===== config.mk =====
export PLATFORM = sky130hd
export DESIGN_NAME = adc_post_chain
export DESIGN_NICKNAME = d
export VERILOG_FILES = /design/src/verilog/adc_post_pkg.sv /design/src/verilog/adc_post_chain.sv
export VERILOG_INCLUDE_DIRS = /design/src /design/src/verilog
export SDC_FILE = /design/constraint.sdc
export NUM_CORES = 2
export LEC_CHECK = 0
export BUFFER_PORTS_ARGS = -buffer_cell sky130_fd_sc_hd__buf_2
export CORE_MARGIN = 3
export CORE_UTILIZATION = 35
export DETAILED_ROUTE_END_ITERATION = 16
export SYNTH_ARGS = -nofsm -noshare
export SYNTH_HDL_FRONTEND = slang
export SYNTH_SLANG_ARGS = --single-unit

===== constraint.sdc =====
create_clock -name sysClk -period 11.2 [get_ports sysClk]
set_input_delay 3.36 -clock sysClk [delete_from_list [all_inputs] [get_ports sysClk]]
set_output_delay 3.36 -clock sysClk [all_outputs]
set_load 0.005 [all_outputs]

===== src/verilog/adc_post_defines.svh =====
// register offsets, field positions and reset values of the post-processing chain
// assumes an 8-bit register address space reached over the plain register port
// Operation
// add offset first, then multiply by gain
// correction precedes mixing, filtering and decimation
// global 16-bit offset plus per-channel offsets combined
// two-bit weight scales per-channel offsets
// offset registers map to channels non-sequentially
// eight-bit gain per channel, eight registers
// gain and phase follow channel sequence order
// first control: oscillator, eighth-rate, stage one
// second control: stage two, octal, beamforming
// dual enable bit gates dual-channel processing
// half-band halves rate; decimation doubles
// zero rate code disables its FIR stage
// software programs all-ones for divide 256
// dual real decimation code 0x0e accepted
// software keeps output rate for plain I/Q
// software sets rate 0001 for real output
// software sets rate to total decimation
// up-conversion at eighth rate over extra ratio
// per-channel phase added to shared oscillator
// I and Q summed across all channels
// phase step is full turn over 2^16
// octal beamforming restricts FIR rates
// code zero no shift, ones nearly full turn
// dual outputs ch0 I, ch0 Q, ch1 I, Q
// offset, gain and sums saturate
`ifndef ADC_POST_DEFINES_SVH
`define ADC_POST_DEFINES_SVH
`define OFS_OUT_RATE 8'h02
`define OFS_CHAN_COUNT 8'h03
`define OFS_GLOB_OFS_LO 8'h66
`define OFS_GLOB_OFS_HI 8'h67
`define OFS_DUAL_CTL 8'h79
`define OFS_FIRA_LOW 8'h7a
`define OFS_FIRA_HIGH 8'h7b
`define OFS_FIRB 8'h7c
`define OFS_DDC1_CTL 8'h80
`define OFS_DDC2_CTL 8'h81
`define OFS_PHASE_BASE 8'h86
`define OFS_PHASE_LAST 8'h95
`define OFS_GAIN_BASE 8'h96
`define OFS_GAIN_LAST 8'h9d
`define OFS_COFS_BASE 8'h9e
`define OFS_COFS_LAST 8'ha5
`define OFS_COFS_WEIGHT 8'ha7
`define POS_OSC_EN 5
`define POS_EIGHTH_EN 1
`define POS_DDC1_EN 0
`define POS_DDC2_EN 6
`define POS_OCTAL_EN 3
`define POS_BEAM_EN 2
`define POS_DUAL_EN 7
`define POS_FIRA_LSB 6
`define RST_REG8 8'h00
`define RST_GAIN 8'h80
`define OSC_STEP 16'h2000
`define OCTAL_MAX_CODE 9'h007
`endif


===== src/verilog/adc_post_pkg.sv =====
// types shared by the post-processing chain
// assumes nothing beyond the constants header
package adc_post_pkg;
   typedef logic signed [15:0] word_t;
   typedef struct packed {
      logic valid;
      logic [2:0] pos;
      word_t data;
   } sample_t;
   typedef struct packed {
      logic valid;
      logic slot;
      word_t i;
      word_t q;
   } cplx_t;
endpackage


===== src/verilog/adc_post_chain.sv =====
// offset, gain, mixer, beamform sum, half-band, FIR decimation and up-shift
// assumes samples arrive at most every other clock, pos counting the sequence
`timescale 1ns/10ps
`include "adc_post_defines.svh"
module adc_post_chain (
   // clock and reset
   input wire logic sysClk,
   input wire logic rst_n,
   // register port
   input wire logic [7:0] regAddr,
   input wire logic [15:0] regWdata,
   input wire logic regWr,
   input wire logic regRd,
   output logic [15:0] regRdata,
   // converter samples
   input wire adc_post_pkg::sample_t sampleIn,
   // host capture
   output adc_post_pkg::word_t outData,
   output logic outValid,
   output logic wordMarker
);
   logic [7:0] outRate_r, chanCount_r, dualCtl_r, firALow_r, firAHigh_r, firB_r;
   logic [7:0] ddc1Ctl_r, ddc2Ctl_r, offWeight_r;
   logic [15:0] globOfs_r;
   logic [7:0] gain_r [8];
   logic [7:0] chanOfs_r [8];
   logic [15:0] phase_r [8];
   logic [15:0] rdData_r;

   function automatic adc_post_pkg::word_t sat16(input logic signed [31:0] v);
      if (v > 32'sd32767) return 16'sh7fff;
      if (v < -32'sd32768) return 16'sh8000;
      return v[15:0];
   endfunction

   // coarse eighth-turn table, Q14
   function automatic logic signed [15:0] cosLut(input logic [2:0] idx);
      unique case (idx)
         3'h0: return 16'sh4000;
         3'h1: return 16'sh2d41;
         3'h2: return 16'sh0000;
         3'h3: return -16'sh2d41;
         3'h4: return -16'sh4000;
         3'h5: return -16'sh2d41;
         3'h6: return 16'sh0000;
         3'h7: return 16'sh2d41;
      endcase
   endfunction

   function automatic logic [3:0] log2f(input logic [9:0] v);
      logic [3:0] r;
      r = 4'h0;
      for (int k = 1; k < 10; k++) begin
         if (v[k]) r = 4'(k);
      end
      return r;
   endfunction

   // register writes
   always_ff @(posedge sysClk) begin
      if (!rst_n) begin
         outRate_r <= `RST_REG8;
         chanCount_r <= `RST_REG8;
         dualCtl_r <= `RST_REG8;
         firALow_r <= `RST_REG8;
         firAHigh_r <= `RST_REG8;
         firB_r <= `RST_REG8;
         ddc1Ctl_r <= `RST_REG8;
         ddc2Ctl_r <= `RST_REG8;
         offWeight_r <= `RST_REG8;
         globOfs_r <= 16'h0000;
         for (int k = 0; k < 8; k++) begin
            gain_r[k] <= `RST_GAIN;
            chanOfs_r[k] <= `RST_REG8;
            phase_r[k] <= 16'h0000;
         end
      end else if (regWr) begin
         unique case (regAddr)
            `OFS_OUT_RATE: outRate_r <= regWdata[7:0];
            `OFS_CHAN_COUNT: chanCount_r <= {5'h00, regWdata[2:0]};
            `OFS_GLOB_OFS_LO: globOfs_r[7:0] <= regWdata[7:0];
            `OFS_GLOB_OFS_HI: globOfs_r[15:8] <= regWdata[7:0];
            `OFS_DUAL_CTL: dualCtl_r <= regWdata[7:0];
            `OFS_FIRA_LOW: firALow_r <= regWdata[7:0];
            `OFS_FIRA_HIGH: firAHigh_r <= regWdata[7:0];
            `OFS_FIRB: firB_r <= regWdata[7:0];
            `OFS_DDC1_CTL: ddc1Ctl_r <= regWdata[7:0];
            `OFS_DDC2_CTL: ddc2Ctl_r <= regWdata[7:0];
            `OFS_COFS_WEIGHT: offWeight_r <= {6'h00, regWdata[1:0]};
            default: begin
               if (regAddr >= `OFS_PHASE_BASE && regAddr <= `OFS_PHASE_LAST) begin
                  if (regAddr[0]) phase_r[3'((regAddr - `OFS_PHASE_BASE) >> 1)][15:8]
                     <= regWdata[7:0];
                  else phase_r[3'((regAddr - `OFS_PHASE_BASE) >> 1)][7:0] <= regWdata[7:0];
               end
               if (regAddr >= `OFS_GAIN_BASE && regAddr <= `OFS_GAIN_LAST)
                  gain_r[3'(regAddr - `OFS_GAIN_BASE)] <= regWdata[7:0];
               if (regAddr >= `OFS_COFS_BASE && regAddr <= `OFS_COFS_LAST)
                  chanOfs_r[3'(regAddr - `OFS_COFS_BASE)] <= regWdata[7:0];
            end
         endcase
      end
   end

   // register reads, data one cycle after the strobe
   always_ff @(posedge sysClk) begin
      if (!rst_n) begin
         rdData_r <= 16'h0000;
      end else if (!regRd) begin
         rdData_r <= 16'h0000;
      end else begin
         unique case (regAddr)
            `OFS_OUT_RATE: rdData_r <= {8'h00, outRate_r};
            `OFS_CHAN_COUNT: rdData_r <= {8'h00, chanCount_r};
            `OFS_GLOB_OFS_LO: rdData_r <= {8'h00, globOfs_r[7:0]};
            `OFS_GLOB_OFS_HI: rdData_r <= {8'h00, globOfs_r[15:8]};
            `OFS_DUAL_CTL: rdData_r <= {8'h00, dualCtl_r};
            `OFS_FIRA_LOW: rdData_r <= {8'h00, firALow_r};
            `OFS_FIRA_HIGH: rdData_r <= {8'h00, firAHigh_r};
            `OFS_FIRB: rdData_r <= {8'h00, firB_r};
            `OFS_DDC1_CTL: rdData_r <= {8'h00, ddc1Ctl_r};
            `OFS_DDC2_CTL: rdData_r <= {8'h00, ddc2Ctl_r};
            `OFS_COFS_WEIGHT: rdData_r <= {8'h00, offWeight_r};
            default: begin
               if (regAddr >= `OFS_PHASE_BASE && regAddr <= `OFS_PHASE_LAST)
                  rdData_r <= regAddr[0] ?
                     {8'h00, phase_r[3'((regAddr - `OFS_PHASE_BASE) >> 1)][15:8]} :
                     {8'h00, phase_r[3'((regAddr - `OFS_PHASE_BASE) >> 1)][7:0]};
               else if (regAddr >= `OFS_GAIN_BASE && regAddr <= `OFS_GAIN_LAST)
                  rdData_r <= {8'h00, gain_r[3'(regAddr - `OFS_GAIN_BASE)]};
               else if (regAddr >= `OFS_COFS_BASE && regAddr <= `OFS_COFS_LAST)
                  rdData_r <= {8'h00, chanOfs_r[3'(regAddr - `OFS_COFS_BASE)]};
               else
                  rdData_r <= 16'h0000;
            end
         endcase
      end
   end
   assign regRdata = rdData_r;

   // mode decode
   logic [2:0] lastPos;
   logic oscEn, eighthEn, ddc1En, ddc2En, beamEn, procEn, realOut;
   logic [8:0] firARate, rateCode;
   logic [9:0] decFactor;
   assign lastPos = chanCount_r[2:0];
   assign oscEn = ddc1Ctl_r[`POS_OSC_EN];
   assign eighthEn = ddc1Ctl_r[`POS_EIGHTH_EN];
   assign ddc2En = ddc2Ctl_r[`POS_DDC2_EN];
   assign beamEn = ddc2Ctl_r[`POS_OCTAL_EN] & ddc2Ctl_r[`POS_BEAM_EN];
   // dual mode only processes with its own enable set or with octal beamforming on
   assign procEn = (lastPos == 3'h0) | (lastPos == 3'h1 & dualCtl_r[`POS_DUAL_EN]) | beamEn;
   assign ddc1En = ddc1Ctl_r[`POS_DDC1_EN] & procEn;
   assign realOut = eighthEn & ddc2En;
   assign firARate = {firAHigh_r, firALow_r[`POS_FIRA_LSB]};
   // stage A wins when both are set; zero in both leaves the filter out
   always_comb begin
      rateCode = (firARate != 9'h000) ? firARate : {1'b0, firB_r};
      if (beamEn && rateCode > `OCTAL_MAX_CODE) rateCode = `OCTAL_MAX_CODE;
      if (!procEn) rateCode = 9'h000;
      decFactor = {1'b0, rateCode} + 10'h001;
   end

   // stage 1: offset
   logic [2:0] ofsIdx;
   logic signed [31:0] ofsSum;
   adc_post_pkg::sample_t s1_r, s2_r;
   always_comb begin
      ofsIdx = (lastPos != 3'h7 && sampleIn.pos == 3'h0) ? lastPos + 3'h1 : sampleIn.pos;
      ofsSum = 32'(sampleIn.data) + 32'(signed'(globOfs_r))
             + (32'(signed'(chanOfs_r[ofsIdx])) <<< offWeight_r[1:0]);
   end
   always_ff @(posedge sysClk) begin
      if (!rst_n) s1_r <= '0;
      else s1_r <= '{sampleIn.valid, sampleIn.pos, sat16(ofsSum)};
   end

   // stage 2: gain, 8'h80 is unity
   logic signed [31:0] gainProd;
   assign gainProd = (32'(s1_r.data) * 32'(signed'({1'b0, gain_r[s1_r.pos]}))) >>> 7;
   always_ff @(posedge sysClk) begin
      if (!rst_n) s2_r <= '0;
      else s2_r <= '{s1_r.valid, s1_r.pos, sat16(gainProd)};
   end

   // stage 3: mixer; table resolves an eighth turn, finer phase bits are dropped
   logic [15:0] oscAcc_r, mixPhase;
   logic signed [31:0] mixI, mixQ;
   adc_post_pkg::cplx_t s3_r;
   assign mixPhase = (oscEn ? oscAcc_r : 16'h0000) + phase_r[s2_r.pos];
   assign mixI = (32'(s2_r.data) * 32'(cosLut(mixPhase[15:13]))) >>> 14;
   assign mixQ = (32'(s2_r.data) * 32'(cosLut(mixPhase[15:13] - 3'h2))) >>> 14;
   always_ff @(posedge sysClk) begin
      if (!rst_n) oscAcc_r <= 16'h0000;
      else if (s2_r.valid && s2_r.pos == lastPos && oscEn) oscAcc_r <= oscAcc_r + `OSC_STEP;
   end
   always_ff @(posedge sysClk) begin
      if (!rst_n) s3_r <= '0;
      else if (ddc1En) s3_r <= '{s2_r.valid, s2_r.pos[0], sat16(mixI), sat16(mixQ)};
      else s3_r <= '{s2_r.valid, s2_r.pos[0], s2_r.data, 16'sh0000};
   end

   // stage 4: beamform sum across the sequence
   logic signed [18:0] sumI_r, sumQ_r;
   adc_post_pkg::cplx_t s4_r;
   logic [2:0] s3Pos_r;
   always_ff @(posedge sysClk) begin
      if (!rst_n) s3Pos_r <= 3'h0;
      else s3Pos_r <= s2_r.pos;
   end
   always_ff @(posedge sysClk) begin
      if (!rst_n) begin
         sumI_r <= '0;
         sumQ_r <= '0;
      end else if (s3_r.valid) begin
         sumI_r <= (s3Pos_r == 3'h0) ? 19'(s3_r.i) : sumI_r + 19'(s3_r.i);
         sumQ_r <= (s3Pos_r == 3'h0) ? 19'(s3_r.q) : sumQ_r + 19'(s3_r.q);
      end
   end
   always_ff @(posedge sysClk) begin
      if (!rst_n) s4_r <= '0;
      else if (beamEn)
         s4_r <= '{s3_r.valid && s3Pos_r == lastPos, 1'b0,
            sat16(32'(s3Pos_r == 3'h0 ? 19'(s3_r.i) : sumI_r + 19'(s3_r.i))),
            sat16(32'(s3Pos_r == 3'h0 ? 19'(s3_r.q) : sumQ_r + 19'(s3_r.q)))};
      else s4_r <= '{s3_r.valid, (lastPos == 3'h1) & s3_r.slot, s3_r.i, s3_r.q};
   end

   // stage 5: half-band pair average, decimate by two per slot
   logic hbPhase_r [2];
   adc_post_pkg::word_t hbI_r [2], hbQ_r [2];
   adc_post_pkg::cplx_t s5_r;
   always_ff @(posedge sysClk) begin
      if (!rst_n) begin
         s5_r <= '0;
         for (int k = 0; k < 2; k++) begin
            hbPhase_r[k] <= 1'b0;
            hbI_r[k] <= '0;
            hbQ_r[k] <= '0;
         end
      end else if (!ddc1En) begin
         s5_r <= s4_r;
      end else begin
         s5_r.valid <= s4_r.valid & hbPhase_r[s4_r.slot];
         s5_r.slot <= s4_r.slot;
         s5_r.i <= 16'((17'(hbI_r[s4_r.slot]) + 17'(s4_r.i)) >>> 1);
         s5_r.q <= 16'((17'(hbQ_r[s4_r.slot]) + 17'(s4_r.q)) >>> 1);
         if (s4_r.valid) begin
            hbPhase_r[s4_r.slot] <= ~hbPhase_r[s4_r.slot];
            hbI_r[s4_r.slot] <= s4_r.i;
            hbQ_r[s4_r.slot] <= s4_r.q;
         end
      end
   end

   // stage 6: FIR decimation by code plus one, integrate and dump
   logic [9:0] decCnt_r [2];
   logic signed [25:0] decI_r [2], decQ_r [2];
   logic signed [25:0] accI, accQ;
   logic [3:0] decShift;
   adc_post_pkg::cplx_t s6_r;
   assign accI = decI_r[s5_r.slot] + 26'(s5_r.i);
   assign accQ = decQ_r[s5_r.slot] + 26'(s5_r.q);
   assign decShift = log2f(decFactor);
   always_ff @(posedge sysClk) begin
      if (!rst_n) begin
         s6_r <= '0;
         for (int k = 0; k < 2; k++) begin
            decCnt_r[k] <= 10'h000;
            decI_r[k] <= '0;
            decQ_r[k] <= '0;
         end
      end else if (rateCode == 9'h000) begin
         s6_r <= s5_r;
      end else begin
         s6_r.valid <= s5_r.valid && decCnt_r[s5_r.slot] == decFactor - 10'h001;
         s6_r.slot <= s5_r.slot;
         s6_r.i <= sat16(32'(accI >>> decShift));
         s6_r.q <= sat16(32'(accQ >>> decShift));
         if (s5_r.valid) begin
            if (decCnt_r[s5_r.slot] == decFactor - 10'h001) begin
               decCnt_r[s5_r.slot] <= 10'h000;
               decI_r[s5_r.slot] <= '0;
               decQ_r[s5_r.slot] <= '0;
            end else begin
               decCnt_r[s5_r.slot] <= decCnt_r[s5_r.slot] + 10'h001;
               decI_r[s5_r.slot] <= accI;
               decQ_r[s5_r.slot] <= accQ;
            end
         end
      end
   end

   // stage 7: eighth-rate up-shift steps once per decimated output
   logic [2:0] upPh_r [2];
   logic signed [31:0] upReal;
   assign upReal = (32'(s6_r.i) * 32'(cosLut(upPh_r[s6_r.slot]))
                  - 32'(s6_r.q) * 32'(cosLut(upPh_r[s6_r.slot] - 3'h2))) >>> 14;
   always_ff @(posedge sysClk) begin
      if (!rst_n) begin
         upPh_r[0] <= 3'h0;
         upPh_r[1] <= 3'h0;
      end else if (s6_r.valid && realOut) begin
         upPh_r[s6_r.slot] <= upPh_r[s6_r.slot] + 3'h1;
      end
   end

   // output: complex words go out I then Q, marker on channel 0 I
   logic qPend_r;
   adc_post_pkg::word_t qHold_r;
   always_ff @(posedge sysClk) begin
      if (!rst_n) begin
         outData <= '0;
         outValid <= 1'b0;
         wordMarker <= 1'b0;
         qPend_r <= 1'b0;
         qHold_r <= '0;
      end else if (qPend_r) begin
         outData <= qHold_r;
         outValid <= 1'b1;
         wordMarker <= 1'b0;
         qPend_r <= 1'b0;
      end else begin
         outValid <= s6_r.valid;
         wordMarker <= s6_r.valid && ddc1En && !realOut && !s6_r.slot;
         outData <= realOut ? sat16(upReal) : s6_r.i;
         qPend_r <= s6_r.valid && ddc1En && !realOut;
         qHold_r <= s6_r.q;
      end
   end

   // checks
   chk_offset_first: assert property (@(posedge sysClk) disable iff (!rst_n)
      sampleIn.valid && sampleIn.pos != 3'h0
      |=> s1_r.data == sat16(32'($past(sampleIn.data)) + 32'(signed'($past(globOfs_r)))
      + (32'(signed'($past(chanOfs_r[sampleIn.pos]))) <<< $past(offWeight_r[1:0]))))
      else $error("offset sum wrong");
   chk_gain_after: assert property (@(posedge sysClk) disable iff (!rst_n)
      s1_r.valid && gain_r[s1_r.pos] == `RST_GAIN |=> s2_r.data == $past(s1_r.data))
      else $error("unity gain altered sample");
   chk_first_map: assert property (@(posedge sysClk) disable iff (!rst_n)
      sampleIn.pos == 3'h0 && lastPos == 3'h2 |-> ofsIdx == 3'h3)
      else $error("first channel offset index wrong");
   chk_zero_phase: assert property (@(posedge sysClk) disable iff (!rst_n)
      !oscEn && phase_r[s2_r.pos] == 16'h0000 && ddc1En && s2_r.valid
      |=> s3_r.i == $past(s2_r.data) && s3_r.q == 16'sh0000)
      else $error("zero phase code shifted");
   chk_beam_sum: assert property (@(posedge sysClk) disable iff (!rst_n)
      s3_r.valid && beamEn && s3Pos_r == 3'h0 |=> sumI_r == 19'($past(s3_r.i)))
      else $error("beam sum did not restart");
   chk_hb_halves: assert property (@(posedge sysClk) disable iff (!rst_n)
      ddc1En && s4_r.valid && !hbPhase_r[s4_r.slot] |=> !s5_r.valid)
      else $error("half-band passed both samples");
   chk_fir_off: assert property (@(posedge sysClk) disable iff (!rst_n)
      firARate == 9'h000 && firB_r == 8'h00 |=> s6_r == $past(s5_r))
      else $error("disabled FIR altered stream");
   chk_octal_cap: assert property (@(posedge sysClk) disable iff (!rst_n)
      beamEn |-> decFactor <= 10'h008)
      else $error("octal rate not restricted");
   chk_iq_order: assert property (@(posedge sysClk) disable iff (!rst_n)
      outValid && wordMarker |=> outValid && !wordMarker ##1 !wordMarker)
      else $error("Q did not follow marked I");
   cov_dual_iq: cover property (@(posedge sysClk) disable iff (!rst_n)
      lastPos == 3'h1 && wordMarker ##1 outValid);
   cov_beam_out: cover property (@(posedge sysClk) disable iff (!rst_n)
      beamEn && s4_r.valid);
   cov_real_dec: cover property (@(posedge sysClk) disable iff (!rst_n)
      realOut && rateCode != 9'h000 && s6_r.valid);
endmodule // adc_post_chain


## Yosys cells after proc, flatten, opt, wreduce, memory -nomap -nowiden

Memories as Yosys holds them, arrays and structs flattened. A register that Yosys moved wholly into a read port is not among the register bits.
Cells that the tools add are included.

| cells by class | value |
|---|---|
| add/subtract/negate cells | 23 |
| multiply operators | 5 |
| order comparisons | 25 |
| equality and inequality tests | 16 |
| shift operators | 3 |
| multiplexer cells | 207 |
| bitwise operators | 13 |
| reductions and logical operators | 46 |

Operator list:

| operator | number |
|---|---|
| two-way mux 16 bit | 42 |
| > comparator 32 x 16 -> 1 bit (second input constant) | 5 |
| less-than comparator 32 x 16 -> 1 bit (second input constant) | 5 |
| multiplier 16 x 16 -> 32 bit | 4 |
| two-way mux 1 bit | 125 |
| two-way mux 26 bit | 4 |
| two-way mux 34 bit | 3 |
| two-way mux 32 bit | 3 |
| case mux 8 bit (11 select lines) | 1 |
| > comparator 18 x 16 -> 1 bit (second input constant) | 4 |
| less-than comparator 18 x 16 -> 1 bit (second input constant) | 4 |
| >>> shifter 26 x 4 -> 32 bit | 2 |
| adder 26 x 16 -> 26 bit | 2 |
| OR reduction 26 bit | 2 |
| adder 16 x 16 -> 17 bit | 3 |
| == test 8 x 7 -> 1 bit (second input constant) | 6 |
| two-way mux 8 bit | 6 |
| OR reduction 16 bit | 3 |
| adder 19 x 16 -> 20 bit | 2 |
| adder 19 x 16 -> 19 bit | 2 |
| two-way mux 19 bit | 2 |
| adder 17 x 32 -> 32 bit | 1 |
| two-way mux 4 bit | 8 |
| <<< shifter 8 x 2 -> 32 bit | 1 |
| other kinds (39) | 98 |

| word-level totals | value |
|---|---|
| register bits | 361 |
| bits in writable memories | 452 |
| ROM bits | 512 |
| bits of input ports | 48 |
| output and inout bits | 34 |
| word-level logic and storage cells | 395 |
| memories kept | 14 |

Memory list:

| name | words | width | rd ports | clocked after memory_dff | write ports | line | RTL |
|---|---|---|---|---|---|---|---|
| (no name shown) | 8 | 16 | 1 | 0 | 0 | adc_post_chain.sv:38 | `unique case (idx)` |
| (no name shown) | 8 | 16 | 1 | 0 | 0 | adc_post_chain.sv:38 |  |
| (no name shown) | 8 | 16 | 1 | 0 | 0 | adc_post_chain.sv:38 |  |
| (no name shown) | 8 | 16 | 1 | 0 | 0 | adc_post_chain.sv:38 |  |
| phase_r | 8 | 16 | 2 | 1 | 8 | adc_post_chain.sv:27 | `logic [15:0] phase_r [8];` |
| chanOfs_r | 8 | 8 | 2 | 0 | 8 | adc_post_chain.sv:26 | `logic [7:0] chanOfs_r [8];` |
| +8 memories | - | - | - | - | - | - |  |

## Longest topological paths before layout

| logic depth | value |
|---|---|
| depth after elaboration | 28 |
| depth in mapped cells | 41 |
| gate-level depth less buffers | 38 |

## Worst setup path after synthesis

Ideal clock, no wire load.

| timing | value |
|---|---|
| kind | reg2reg |
| from | register (tool-made name) |
| to | register outData[10] |
| setup time | 117 ps |
| arrival time | 9,887 ps |
| required time | 11,083 ps |
| setup slack | 1,196 ps |
| cell stages (with the launch flop) | 34 |
| buffers on the path | 3 |
| clock period less this slack | 10,004 ps |
| cells stage by stage | dfxtp_1 > mux2i_1 > xnor2_1 > mux2_2 > clkbuf_1 > nand2_1 > inv_1 > fa_1 > inv_1 > fa_1 > inv_1 > fa_1 > inv_1 > fa_1 > fa_1 > fa_1 > fa_1 > inv_1 > fa_1 > inv_1 > ha_1 > and4_1 > a21oi_1 > nand2_1 > a31oi_1 > o211ai_1 > a31oi_1 > and4b_1 > a211o_1 > o21ai_0 > and3_1 > clkbuf_1 > clkbuf_1 > a22o_1 |

RTL lines:

| item | line | RTL |
|---|---|---|
| end signal: assignment | adc_post_chain.sv:319 | `outData <= qHold_r;` |
| end signal: assignment | adc_post_chain.sv:326 | `outData <= realOut ? sat16(upReal) : s6_r.i;` |
| end: declaration | adc_post_chain.sv:18 | `output adc_post_pkg::word_t outData,` |

==> out/qor.yml <==
drv_slew: 0
cts_tree: "yes"
cts_setup_buffers: 0
drive_above_1_share: 0.0781
track_usage: 0.177
multi_input_area_mm2: 0.0553
crit_path_frequent_cell: "fa_1"
clockBufferDepth: 3
netlist_instances: 8357
layout.nets: 10010
vias: 58599
rows: 177
drv_cap: 0
yosysMostFrequentCell: "inv_1"
fp.dieW_um: 492
die_y_um: 492
critPathLaunchType: "register"
cts_root_buf: "clkbuf_16"
crit_family: "adder cells"
fill_cells: 22995
power.density_mw_per_mm2: 223
synth_flop_cell: "edfxtp_1"
status: "complete, no violations"
endpoint_kind: "register"
synth_area_per_cell_um2: 9.89
pwr-share-clk: 0.146
power_mw: 20.0
io_buffers: 65
hold_viol: 0
pwr-share-seq: 0.173
synth_largest_area_cell: "fa_1"
p_leak_nw: 41.8
finalCritPeriodShare: 0.949
setup_viol: 0
routed_wl_um: 215000
synth_seq_cells: 793
synth.top_cells.by_area: "fa_1, edfxtp_1, dfxtp_1, ha_1, inv_1"
via_per_inst: 5.10
grt-ovfl-total: 0
grt_pass1_vias: 61360
seqCellArea_mm2: 0.0204
max_stage_delay_ns: 0.55
area_growth_pct: 8.49
p_int_mw: 10.6
ir_drop_v: 0.000349
path_clk_slew_ns: 0.06
yosysWarnings: 0
grt_max_degree: 110
die_area_mm2: 0.242
skew_ns: 0.0899
synth_top_area_share: 0.277
worstHoldPathType: "reg2reg"
core_mm2: 0.234
fin_crit_ns: 10.63
grt_pass1_wl_um: 344000
power.switching_mw: 9.40
async_reset_ff_frac: 0
tns_ns: 0
clk_latency_ns: 0.75
fmax_mhz: 94.1
worst_pin_slew_ns: 1.32
synth_edf_count: 450
cts_sinks: 793
worstPathArrival_ns: 11.20
synth_cell_type_count: 101
rsz0062_at_grt: "false"
antenna_found_initial: 8
cp_max_fo: 12
dr.pass1.iters: 7
post_drt_wl_per_cell_um: 18.7
cts_buffers: 85
drc: 0
relSlewSlack: 0.116
switching_share: 0.469
syn_area_mm2: 0.0827
drt-initial-drc-count: 4074
cp.required_ns: 11.78
slowest_stage: "fa_1"
p_comb_frac: 0.681
cp_num_buf_inv: 6
place.gp.congestion: 0.925
ios: 82
path_class: "reg2reg"
initial_utilization: 0.354
hpwl_um: 165000
postRouteAntennaNets: 0
synthTopCellsByCount: "inv_1, fa_1, nand2_1, ha_1, nor2_1"
synth_seq_area_share: 0.246
htreeDepth: 3
==> layer usage <==
metal | up-vias | track usage | share of wire
met4 | 6 | 0.0439 | 0.025
met2 | 1558 | 0.302 | 0.48
met1 | 29590 | 0.238 | 0.44
met3 | 317 | 0.0240 | 0.057
li1 | 27128 | - | -
met5 | - | 0 | 0.00016
==> layout make-up <==
| class | count | area share |
|---|---|---|
| Timing Repair Buffer | 213 | 0.0162 |
| Multi-Input combinational cell | 5670 | 0.617 |
| Inverter | 1523 | 0.0637 |
| Tap cell | 3132 | 0.0437 |
| Sequential cell | 793 | 0.227 |
| Clock inverter | 36 | 0.00498 |
| Clock buffer | 123 | 0.0274 |
| Antenna cell | 4 | 0.000112 |
==> per-stage QoR <==
stage | setup slack, ns | cells | util | area, um^2 | hold slack, ns
after floorplan | 1.20 | 8364 | - | 82700 | 0.408
after global placement | 0.432 | 11331 | 0.371 | 86800 | 0.450
after detailed placement | 0.362 | 11331 | 0.371 | 86800 | 0.463
after CTS | 0.262 | 11490 | 0.383 | 89700 | 0.463
after global routing | 0.0663 | 11490 | 0.384 | 89700 | 0.481
final | 0.574 | 11494 | 0.384 | 89700 | 0.464
==> repair_timing <==
action | in CTS | in global routing
endpoints found under the setup margin | 0 | 30
resized for setup | 0 | 4
hold buffers | 0 | 0
==> cell families after synthesis <==
family,count (synthesis),share of synthesized area
compound gates,1224,0.101
xor+xnor,312,0.0332
fa+ha+maj,1680,0.358
buf+inv,1901,0.0874
flops,793,0.246
mux,313,0.0479
other cells,1,0.0000454
simple gates,2133,0.126
==> state kept, by name, summed over array words and instances, names as in the netlist, 32 cells and up, named ones only <==
name / cells
hbI_r: 32
s5_r: 34
gain_r: 64
decI_r: 52
s3_r: 33
s6_r: 34
decQ_r: 52
chanOfs_r: 64
s4_r: 34
phase_r: 128
hbQ_r: 32
==> placed cells by master (no fill, tap or decap), types with 31 or more instances in the layout <==
cell type	count
o21ai_0	244
mux4_2	54
nor2_1	453
edfxtp_1	450
o211a_1	32
ha_1	533
inv_1	1522
nor3_1	68
fa_1	1143
and2_1	196
dfxtp_1	340
mux2_2	114
clkbuf_16	87
a22o_1	42
buf_4	149
o21a_1	35
o21bai_1	31
nand2b_1	54
xnor2_1	210
a21o_1	97
xor2_1	101
a31oi_1	53
mux2i_1	141
and3_1	309
a22oi_1	49
nor2b_1	141
a21oi_1	258
a21boi_0	74
nand2_1	650
nand3_1	132
buf_2	63
==> power by group through the flow <==
stage          logic [mW]  registers [mW]  clock network, mW
6_report             13.6            3.47               2.93
5_1_grt              15.8            3.48               3.11
4_1_cts              13.8            3.46               3.01
3_5_place_dp         13.7            3.52                  0
3_3_place_gp         13.4            3.52                  0
2_1_floorplan        10.4            3.37                  0
==> final timing paths <==
check        slack, ns                   to  depth (start not counted)           startpoint
max reg2reg       0.57   s3_r[2]$_SDFF_PN0_                         33  s2_r[16]$_SDFF_PN0_
max               0.57   s3_r[2]$_SDFF_PN0_                         33  s2_r[16]$_SDFF_PN0_
min reg2reg       0.46  s2_r[16]$_SDFF_PN0_                          1  s1_r[16]$_SDFF_PN0_
min               0.46  s2_r[16]$_SDFF_PN0_                          1  s1_r[16]$_SDFF_PN0_
==> worst reg2reg max path: cells and delay by family, from the launching register on <==
kind	cells	cell delay, ns
compound gates	9	2.41
xor+xnor	3	0.92
fa+ha+maj	9	4.03
buf+inv	6	0.62
flops	1	0.40
mux	3	1.38
simple gates	3	0.71
No activity file was read; power rests on OpenSTA's default activity.
